===== src/design/scc_defs.vh =====
`ifndef SCC_DEFS_VH
`define SCC_DEFS_VH
// ----------------------------------------------------------------
// register map (word index times four)
// ----------------------------------------------------------------
`define SCC_ADR_CTRL 8'h00
`define SCC_ADR_STATUS 8'h04
`define SCC_ADR_REMOTE 8'h08
`define SCC_ADR_MODE 8'h0C
`define SCC_ADR_FAULT 8'h10
`define SCC_ADR_ID 8'h14
// ctrl register fields
`define SCC_CTRL_TEST_START 0
`define SCC_CTRL_TEST_STOP 1
`define SCC_CTRL_FAULT_SET 2
`define SCC_CTRL_COMM 3
// status register fields
`define SCC_ST_SAFETY 0
`define SCC_ST_GENERAL 1
`define SCC_ST_TEST 2
`define SCC_ST_FAULT 3
`define SCC_ST_ADR_OK 4
`define SCC_ST_SEQ_LSB 8
// ----------------------------------------------------------------
// timing, valid address range and device identity
// ----------------------------------------------------------------
`define SCC_CLK_HZ 125000000
`define SCC_DEAD_MS 300
`define SCC_DEAD_CYC (`SCC_CLK_HZ / 1000 * `SCC_DEAD_MS)
`define SCC_DEB_US 10000
`define SCC_DEB_CYC (`SCC_CLK_HZ / 1000000 * `SCC_DEB_US)
`define SCC_CAL_US 50000
`define SCC_CAL_CYC (`SCC_CLK_HZ / 1000000 * `SCC_CAL_US)
`define SCC_BUS_US 100000
`define SCC_BUS_CYC (`SCC_CLK_HZ / 1000000 * `SCC_BUS_US)
`define SCC_ADR_MIN 10'h001
`define SCC_ADR_MAX 10'h3E7
`define SCC_DEVICE_ID 32'h5C0C0001
`endif


===== src/design/scc_top.v =====
// Notes on behaviour
// - open active supply, dead gap, close other
// - changeover contact idle on general supply
// - each channel steady or ready by switch
// - monitor switch off masks channel faults
// - light-switch input switches its channel relay
// - open test contact acts as supply loss
// - unit/button test keeps general supply, checks channels
// - respond only to rotary address 1..999; reads are answered at any address
// - bus indicator lit during communication
// - test indicator during test; error sets fault
// - supply indicators show feeding supply
// - general supply loss forces all channels on
// - test turns all on, then restore targets
// - calibrate: all open, zero, supply, channels, measure
// - detection range 0.07 A to 6 A
// - steady channels ignore remote switching
// - button press toggles manual test mode
// - remote on/off only from central unit
// - per-channel indicator shows switching state
//
// The Wishbone interface to the registers and the register addresses were decided locally.
`timescale 1ns/10ps
`include "scc_defs.vh"
module scc_top #(
  parameter NCH = 8,
  parameter DEAD_CYC = `SCC_DEAD_CYC,
  parameter DEB_CYC = `SCC_DEB_CYC,
  parameter CAL_CYC = `SCC_CAL_CYC,
  parameter BUS_CYC = `SCC_BUS_CYC,
  parameter [31:0] DEVICE_ID = `SCC_DEVICE_ID // arbitrary value
) (
  // clock and reset
  input wire clk_i,
  input wire rst_i,
  // wishbone slave
  input wire wb_cyc_i,
  input wire wb_stb_i,
  input wire wb_we_i,
  input wire [7:0] wb_adr_i,
  input wire [3:0] wb_sel_i,
  input wire [31:0] wb_dat_i,
  output reg [31:0] wb_dat_o,
  output reg wb_ack_o,
  // pins from the field
  input wire general_ok_i,
  input wire test_contact_i,
  input wire test_button_i,
  input wire [NCH-1:0] light_switch_i,
  input wire [NCH-1:0] mode_switch_i,
  input wire [NCH-1:0] monitor_en_i,
  input wire [9:0] rotary_adr_i,
  input wire [NCH-1:0] current_ok_i,
  // relays
  output reg general_relay_o,
  output reg safety_relay_o,
  output reg changeover_contact_o,
  output reg [NCH-1:0] channel_relay_o,
  output reg cal_zero_o,
  // indicators
  output reg led_bus_o,
  output reg led_test_o,
  output reg led_fault_o,
  output reg led_general_o,
  output reg led_safety_o,
  output reg [NCH-1:0] led_channel_o
);
  // ----------------------------------------------------------------
  // states
  // ----------------------------------------------------------------
  localparam [3:0] SUP_GEN = 4'h1;
  localparam [3:0] SUP_GAP_S = 4'h2;
  localparam [3:0] SUP_SAF = 4'h4;
  localparam [3:0] SUP_GAP_G = 4'h8;
  localparam [4:0] TS_IDLE = 5'h01;
  localparam [4:0] TS_OPEN = 5'h02;
  localparam [4:0] TS_SUP = 5'h04;
  localparam [4:0] TS_CHAN = 5'h08;
  localparam [4:0] TS_MEAS = 5'h10;

  // ----------------------------------------------------------------
  // overview for the next engineer
  // ----------------------------------------------------------------
  // the block is split into five parts, spread over seven sections:
  //   synchronisers for every field pin and debounce of button and test contact,
  //   a wishbone slave that stands in for the building-bus interface,
  //   the supply changeover with its dead gap,
  //   the test sequencer with its calibration phases,
  //   channel targets and the registered outputs.
  // register map, byte offsets on the slave:
  //   ctrl   (w)  b0 start test, b1 stop test, b3 bus activity
  //   status (r)  b0 safety, b1 general, b2 test, b3 fault,
  //               b4 address valid, b12:8 test state
  //   remote (rw) one channel-on bit per channel
  //   mode   (r)  [15:8] channel drive, [7:0] steady switches
  //   fault  (r)  per-channel faults latched during a test
  //   id     (r)  device identity word
  // every access is answered one cycle after it is taken, even for
  // unmapped offsets, so a master never hangs on a bad address.
  // writes are dropped while the rotary address is outside 1..999,
  // which keeps an unaddressed unit from acting on stray traffic.
  // timing counts are parameters so a bench can shorten them; the
  // defaults give the full dead gap, debounce and calibration times.

  // ----------------------------------------------------------------
  // input synchronisers
  // ----------------------------------------------------------------
  localparam NS = 3 + 3 * NCH + 10;
  wire [NS-1:0] raw_w = {general_ok_i, test_contact_i, test_button_i, light_switch_i,
    mode_switch_i, monitor_en_i, rotary_adr_i};
  // reset to the idle pin levels: supply present, test contact closed.
  // resetting these to zero would fake a supply loss and start a
  // changeover straight out of reset.
  localparam [NS-1:0] SYNC_IDLE = {2'b11, {(NS-2){1'b0}}};
  reg [NS-1:0] s1_reg;
  reg [NS-1:0] s2_reg;
  // first stage feeds only the second
  always @(posedge clk_i) begin
    if (rst_i) begin
      s1_reg <= SYNC_IDLE;
      s2_reg <= SYNC_IDLE;
    end else begin
      s1_reg <= raw_w;
      s2_reg <= s1_reg;
    end
  end
  wire gen_ok_w = s2_reg[NS-1];
  wire contact_w = s2_reg[NS-2];
  wire button_w = s2_reg[NS-3];
  wire [NCH-1:0] lsw_w = s2_reg[3*NCH+9:2*NCH+10];
  wire [NCH-1:0] steady_w = s2_reg[2*NCH+9:NCH+10];
  wire [NCH-1:0] mon_w = s2_reg[NCH+9:10];
  wire [9:0] adr_w = s2_reg[9:0];
  // the current comparators are outside this clock domain too; they
  // only matter in the measure phase, so the two cycles cost nothing
  reg [NCH-1:0] cur_s1_reg;
  reg [NCH-1:0] cur_s2_reg;
  always @(posedge clk_i) begin
    if (rst_i) begin
      cur_s1_reg <= {NCH{1'b1}};
      cur_s2_reg <= {NCH{1'b1}};
    end else begin
      cur_s1_reg <= current_ok_i;
      cur_s2_reg <= cur_s1_reg;
    end
  end

  // ----------------------------------------------------------------
  // debounce of button and test contact
  // ----------------------------------------------------------------
  // bit 0 is the button, bit 1 the test contact
  wire [1:0] db_w;
  wire [1:0] db_in_w = {contact_w, button_w};
  genvar gi;
  generate
    for (gi = 0; gi < 2; gi = gi + 1) begin : g_deb
      reg [31:0] cnt_reg;
      reg lvl_reg;
      // level must stand DEB_CYC cycles before it is accepted;
      // chatter restarts the count, so only a clean level passes
      always @(posedge clk_i) begin
        if (rst_i) begin
          cnt_reg <= 32'h00000000;
          lvl_reg <= (gi == 1); // contact closed assumed at reset
        end else if (db_in_w[gi] == lvl_reg) begin
          cnt_reg <= 32'h00000000;
        end else if (cnt_reg >= DEB_CYC - 1) begin
          cnt_reg <= 32'h00000000;
          lvl_reg <= db_in_w[gi];
        end else begin
          cnt_reg <= cnt_reg + 32'h00000001;
        end
      end
      assign db_w[gi] = lvl_reg;
    end
  endgenerate
  reg button_d_reg;
  always @(posedge clk_i) begin
    if (rst_i) button_d_reg <= 1'b0;
    else button_d_reg <= db_w[0];
  end
  wire press_w = db_w[0] & ~button_d_reg;

  // ----------------------------------------------------------------
  // wishbone slave
  // ----------------------------------------------------------------
  wire adr_ok_w = (adr_w >= `SCC_ADR_MIN) && (adr_w <= `SCC_ADR_MAX);
  wire req_w = wb_cyc_i & wb_stb_i & ~wb_ack_o;
  wire wr_w = req_w & wb_we_i & wb_sel_i[0];
  reg [NCH-1:0] remote_reg;
  reg test_req_reg;
  reg test_stop_reg;
  reg fault_reg;
  reg [NCH-1:0] fault_ch_reg;
  reg [31:0] bus_cnt_reg;
  reg [3:0] sup_reg;
  reg [4:0] ts_reg;
  reg test_on_reg;
  reg [NCH-1:0] ch_reg;
  // the answer is registered, so a held request is taken only once:
  // ack itself masks the request in the cycle it stands
  // one-wait-state answer, registers only accept with a valid address
  always @(posedge clk_i) begin
    if (rst_i) begin
      wb_ack_o <= 1'b0;
      wb_dat_o <= 32'h00000000;
      remote_reg <= {NCH{1'b0}};
      test_req_reg <= 1'b0;
      test_stop_reg <= 1'b0;
      bus_cnt_reg <= 32'h00000000;
    end else begin
      wb_ack_o <= req_w;
      test_req_reg <= 1'b0;
      test_stop_reg <= 1'b0;
      if (bus_cnt_reg != 32'h00000000) bus_cnt_reg <= bus_cnt_reg - 32'h00000001;
      if (wr_w && adr_ok_w) begin
        case (wb_adr_i)
          `SCC_ADR_CTRL: begin
            test_req_reg <= wb_dat_i[`SCC_CTRL_TEST_START];
            test_stop_reg <= wb_dat_i[`SCC_CTRL_TEST_STOP];
            if (wb_dat_i[`SCC_CTRL_COMM]) bus_cnt_reg <= BUS_CYC;
          end
          `SCC_ADR_REMOTE: remote_reg <= wb_dat_i[NCH-1:0];
          default: ;
        endcase
      end
      if (req_w) begin
        case (wb_adr_i)
          `SCC_ADR_STATUS: wb_dat_o <= {16'h0000, 3'h0, ts_reg, 3'h0, adr_ok_w,
            fault_reg, test_on_reg, sup_reg == SUP_GEN, sup_reg == SUP_SAF};
          `SCC_ADR_REMOTE: wb_dat_o <= {{(32-NCH){1'b0}}, remote_reg};
          `SCC_ADR_MODE: wb_dat_o <= {{(32-2*NCH){1'b0}}, ch_reg, steady_w};
          `SCC_ADR_FAULT: wb_dat_o <= {{(32-NCH){1'b0}}, fault_ch_reg};
          `SCC_ADR_ID: wb_dat_o <= DEVICE_ID;
          default: wb_dat_o <= 32'h00000000;
        endcase
      end
    end
  end

  // ----------------------------------------------------------------
  // supply changeover
  // ----------------------------------------------------------------
  // sequence on a request for safety: the general relay opens at once,
  // both relays stay open for the dead gap, then the safety relay
  // closes. the return is symmetric. a request that goes away in the
  // middle of a gap is only acted on after the gap has run out, so the
  // two supplies can never be bridged by a fast toggle.
  // loss of general supply or an open test contact both ask for safety
  wire want_safety_w = ~gen_ok_w | ~db_w[1];
  reg [31:0] gap_cnt_reg;
  always @(posedge clk_i) begin
    if (rst_i) begin
      sup_reg <= SUP_GEN;
      gap_cnt_reg <= 32'h00000000;
    end else begin
      case (sup_reg)
        SUP_GEN: if (want_safety_w) begin
          sup_reg <= SUP_GAP_S;
          gap_cnt_reg <= 32'h00000000;
        end
        SUP_GAP_S: if (gap_cnt_reg >= DEAD_CYC - 1) sup_reg <= SUP_SAF;
          else gap_cnt_reg <= gap_cnt_reg + 32'h00000001;
        SUP_SAF: if (!want_safety_w) begin
          sup_reg <= SUP_GAP_G;
          gap_cnt_reg <= 32'h00000000;
        end
        SUP_GAP_G: if (gap_cnt_reg >= DEAD_CYC - 1) sup_reg <= SUP_GEN;
          else gap_cnt_reg <= gap_cnt_reg + 32'h00000001;
        default: sup_reg <= SUP_GEN;
      endcase
    end
  end
  wire on_safety_w = (sup_reg == SUP_GAP_S) || (sup_reg == SUP_SAF);

  // ----------------------------------------------------------------
  // test sequencer with calibration
  // ----------------------------------------------------------------
  // phases: open (all relays and general supply off, zero readings
  // taken), sup (general back on, channels still open), chan (channels
  // closed, inrush allowed to settle), meas (faults latched until the
  // next start). a button press or a stop write ends the test from any
  // phase; a start write while a test runs is ignored on purpose, so
  // a repeated command from the central unit cannot cut a test short.
  // supply changeover is not touched here: the test never switches to safety supply
  reg [31:0] cal_cnt_reg;
  wire cal_done_w = cal_cnt_reg >= CAL_CYC - 1;
  wire toggle_w = press_w | test_req_reg | (test_stop_reg & test_on_reg);
  always @(posedge clk_i) begin
    if (rst_i) begin
      ts_reg <= TS_IDLE;
      test_on_reg <= 1'b0;
      fault_reg <= 1'b0;
      fault_ch_reg <= {NCH{1'b0}};
      cal_cnt_reg <= 32'h00000000;
    end else begin
      cal_cnt_reg <= cal_cnt_reg + 32'h00000001;
      if (test_on_reg && toggle_w && !test_req_reg) begin
        ts_reg <= TS_IDLE; // second press leaves
        test_on_reg <= 1'b0;
      end else begin
        case (ts_reg)
          TS_IDLE: if (toggle_w && !test_on_reg) begin
            ts_reg <= TS_OPEN;
            test_on_reg <= 1'b1;
            fault_reg <= 1'b0;
            fault_ch_reg <= {NCH{1'b0}};
            cal_cnt_reg <= 32'h00000000;
          end
          TS_OPEN: if (cal_done_w) begin
            ts_reg <= TS_SUP; // zeros stored
            cal_cnt_reg <= 32'h00000000;
          end
          TS_SUP: if (cal_done_w) begin
            ts_reg <= TS_CHAN;
            cal_cnt_reg <= 32'h00000000;
          end
          TS_CHAN: if (cal_done_w) ts_reg <= TS_MEAS;
          TS_MEAS: begin
            // current_ok_i low means below 0.07 A or above 6 A
            fault_ch_reg <= fault_ch_reg | (~cur_s2_reg & mon_w);
            if (|(~cur_s2_reg & mon_w)) fault_reg <= 1'b1;
          end
          default: ts_reg <= TS_IDLE;
        endcase
      end
    end
  end

  // ----------------------------------------------------------------
  // channel targets and relays
  // ----------------------------------------------------------------
  // priority: calibration opens everything, then test and supply loss
  // force all on, otherwise the programmed target drives the relay.
  // limitation: a test started on the safety supply still opens the
  // channels during calibration.
  // target survives the test untouched, so restoring is automatic
  wire [NCH-1:0] target_w = steady_w | lsw_w | (remote_reg & ~steady_w);
  always @* begin
    if (ts_reg == TS_OPEN || ts_reg == TS_SUP) ch_reg = {NCH{1'b0}};
    else if (test_on_reg) ch_reg = {NCH{1'b1}};
    else if (on_safety_w) ch_reg = {NCH{1'b1}};
    else ch_reg = target_w;
  end

  // ----------------------------------------------------------------
  // registered outputs
  // ----------------------------------------------------------------
  // every output is a flip-flop so relay coils and leds see no glitch
  // from the decode above; the cost is one cycle of latency.
  always @(posedge clk_i) begin
    if (rst_i) begin
      general_relay_o <= 1'b0;
      safety_relay_o <= 1'b0;
      changeover_contact_o <= 1'b0;
      channel_relay_o <= {NCH{1'b0}};
      cal_zero_o <= 1'b0;
      led_bus_o <= 1'b0;
      led_test_o <= 1'b0;
      led_fault_o <= 1'b0;
      led_general_o <= 1'b0;
      led_safety_o <= 1'b0;
      led_channel_o <= {NCH{1'b0}};
    end else begin
      general_relay_o <= (sup_reg == SUP_GEN) && (ts_reg != TS_OPEN);
      safety_relay_o <= sup_reg == SUP_SAF;
      changeover_contact_o <= on_safety_w;
      channel_relay_o <= ch_reg;
      cal_zero_o <= ts_reg == TS_OPEN;
      led_bus_o <= bus_cnt_reg != 32'h00000000;
      led_test_o <= test_on_reg;
      led_fault_o <= fault_reg;
      led_general_o <= sup_reg == SUP_GEN;
      led_safety_o <= sup_reg == SUP_SAF;
      led_channel_o <= ch_reg;
    end
  end
endmodule // scc_top


===== config.mk =====
export PLATFORM = sky130hd
export DESIGN_NAME = scc_top
export DESIGN_NICKNAME = d
export VERILOG_FILES = /design/src/design/scc_top.v
export VERILOG_INCLUDE_DIRS = /design/src /design/src/design
export SDC_FILE = /design/constraint.sdc
export NUM_CORES = 1
export LEC_CHECK = 0
export BUFFER_PORTS_ARGS = -buffer_cell sky130_fd_sc_hd__buf_2
export CORE_MARGIN = 4
export CORE_UTILIZATION = 55
export DETAILED_ROUTE_END_ITERATION = 8
export HOLD_SLACK_MARGIN = 0.08
export PLACE_DENSITY = 0.75
export SETUP_SLACK_MARGIN = 0.4
export SYNTH_ARGS = -nofsm -noshare
export SYNTH_HDL_FRONTEND = slang
export SYNTH_SLANG_ARGS = --single-unit

===== constraint.sdc =====
create_clock -name clk_i -period 6.9 [get_ports clk_i]
set_input_delay 0 -clock clk_i [delete_from_list [all_inputs] [get_ports clk_i]]
set_output_delay 0 -clock clk_i [all_outputs]
set_load 0.01 [all_outputs]

==> reports/metrics.csv <==
metric;value;unit
status;complete, no violations;
Area Growth Syn to Fin;22.14;%
post-CTS sizing;0;
startpoint type of the worst setup path;register;
Tmin final;3.008;ns
flip-flop count of the largest register after layout;64;
CTS root buf;clkbuf_16;
Clock Skew;0.01940;ns
gr usage total;22.56;%
number of global-route vias before repair;9568;
Worst-Skew Late Latency;0.51;ns
DRT Pass-1 Iters;5;
Arr. time, crit path;3.41;ns
register area share after synthesis;51.87;%
crit-path cells;nand3b_1 > or4_1 > nor3_1 > nand2_1 > mux2i_1 > nor2_1 > dlygate4sd3_1;
via count;9816;
most common cell in the netlist;dfxtp_1;
routed wire length;27.82;mm
mux contribution to synthesized area;1.262;%
leak pwr;5.842;nW
post-synth top area cell;dfxtp_1;
Post-Synth XOR/XNOR Area;6.894;%
simple-gate share of the synthesized area;27.25;%
synth unique cells;67;
DR iter-0 viols;552;
IO buf count;114;
layout cells sized above 1;13.69;%
H-tree depth;2;
data required time of the worst path;7.30;ns
critical path class;register to register;
Post-Synthesis Cells;1309;
CTS clk-pin slew, worst paths;0.06;ns
maximum clock path buffer count;3;
DP HPWL;17.37;mm
first-pass GRT wire length;46.10;mm
max-cap violation count;0;
Core Util, Final;68.25;%
yosys warns;0;
measured slew at the worst slew-check pin;1.173;ns
initial antenna violation count;0;
Post-synth top cells;dfxtp_1 (316), nor2_1 (159), nor2b_1 (91);
routability-driven placement congestion ratio;0.9072;
max-slew violation count;0;
Clock Sinks;316;
post-synth design cell area;12200;µm²
Hold Crit Class;input port to register;
Fmax achieved;332.5;MHz
Inserted Diodes;0;
Post-synth EDFFs;0;
Total Neg Setup Slack;0;ns
Hold Fails Final Rpt;0;
max_slew headroom;21.80;%
Detail Route Antenna Nets;0;
nets@finish;1609;
VDD IR max;0.1710;mV
Post-CTS Hold Fix Bufs;84;
slowest stage delay, CP;0.72;ns
largest net degree at the start of global routing;79;
DRC errors left;0;
CP endpoint kind;register;
largest family of logic cells by synthesized area;simple AND/OR/NAND/NOR gates;
CTS Buf Count;34;
core area;21820;µm²
Row Count;54;
slowest cell on the critical path;or4_1;
Chip Height;156.9;µm
Power Density;315.7;nW/µm²
unrepaired setup endpoints after global routing;no;
syn_area_per_cell;9.317;µm²
Die W;156.9;µm
initial core utilization;55.88;%
die area;24620;µm²
Area contributors post-synth;dfxtp_1 (52%), nor2_1 (4.9%), nor2b_1 (4.7%);
post-synthesis compound-gate area fraction;8.792;%
setup bufs post-CTS;0;
Boundary Pins;152;
CP bufs+invs;1;
vias per cell;5.411;
ys async rst share;0;%
Critical Path Fanout Max;10;
DR WL/cell;15.33;µm
grt ovf;0;
Main synth FF type;dfxtp_1;
Yosys top cell area share;51.87;%
Post-Synth Adder-Cell Area;0.5130;%
CTS tree;built;
Setup Viol. Count Final;0;
Final period util;43.59;%
Synth Register Bits;316;
Crit path max-delay family;simple AND/OR/NAND/NOR gates;
==> path summary, 6_finish.rpt <==
path / slack [ns] / startpoint / to / cells after the start
max: 3.89 / wb_ack_o$_SDFF_PP0_ / remote_reg[4]$_SDFFE_PP0P_ / 7
min reg2reg: 0.41 / cur_s1_reg[5]$_SDFF_PP1_ / cur_s2_reg[5]$_SDFF_PP1_ / 1
max reg2reg: 3.89 / wb_ack_o$_SDFF_PP0_ / remote_reg[4]$_SDFFE_PP0P_ / 7
min: 0.11 / wb_cyc_i / wb_ack_o$_SDFF_PP0_ / 3
==> layout make-up <==
type                    instances  area [µm²]
well taps                     280       350.3
fillers                      1668        6928
repair buffers                200        1429
multi-input cells             944        5587
clock buffers                  45       943.4
inverters                      14       52.55
clock inverters                15       207.7
flip-flops and latches        316        6326
==> report_power, final <==
| part | leakage (nW) | internal (mW) | switching (mW) |
|---|---|---|---|
| clock network | 0.552 | 1.12 | 0.730 |
| registers | 2.58 | 1.94 | 0.0958 |
| logic | 2.71 | 0.326 | 0.492 |
==> tightest hold or removal path: cells and delay by family <==
| family | cells | cell delay [ns] |
|---|---|---|
| buf+inv | 1 | 0.11 |
| simple gates | 2 | 0.45 |
==> cells by family after synthesis <==
group                      Yosys count
buffers and inverters               80
xor gates and xnor gates            96
DFF                                316
AOI/OAI and AO/OA                  167
other                                1
adders and majority gates            5
and+or+nand+nor                    629
muxes                               15
==> cells in the final DEF (no fill, tap or decap), types with 6 or more instances in the layout <==
cell type        n
o21ai_0         52
and2_1          14
or4_1           13
nand2_1         84
nand4_1         24
xnor2_1         41
o31ai_1         10
buf_2          113
nand3_1         53
clkbuf_1         7
nor2_1         159
dlygate4sd3_1   84
mux2i_1         12
and4_1           7
xor2_1          55
clkbuf_16       35
a2bb2oi_1        8
nor3_1          47
and3_1          23
nor2b_1         91
conb_1          32
inv_1           14
or3_1           22
or2_2           24
nor4_1          38
nand3b_1         6
a222oi_1         7
o211ai_1         7
a31oi_1          7
a21oi_1         44
dfxtp_1        316
==> stage by stage <==
stage / cell area (µm²) / setup slack (ns) / hold slack [ns] / power (mW) / cells
after detailed placement: 12900 / 4.166 / 0.1850 / 2.834 / 1670
final: 14900 / 3.892 / 0.1139 / 4.702 / 1814
after global placement: 12900 / 4.210 / 0.1829 / 2.817 / 1670
after floorplan: 12310 / 4.666 / 0.1038 / 2.671 / 1340
after global routing: 14900 / 3.792 / 0.1331 / 4.927 / 1814
after CTS: 14900 / 3.937 / 0.09100 / 4.714 / 1814
==> metal layers <==
| metal | track usage, % | vias to the layer above | wire [µm] |
|---|---|---|---|
| met5 | 0 | - | 0 |
| met3 | 4.372 | 69 | 1597 |
| li1 | - | 4915 | - |
| met1 | 29.01 | 4565 | 12090 |
| met2 | 38.29 | 267 | 13310 |
| met4 | 7.521 | 0 | 811 |
(Power assumes the default switching activity.)
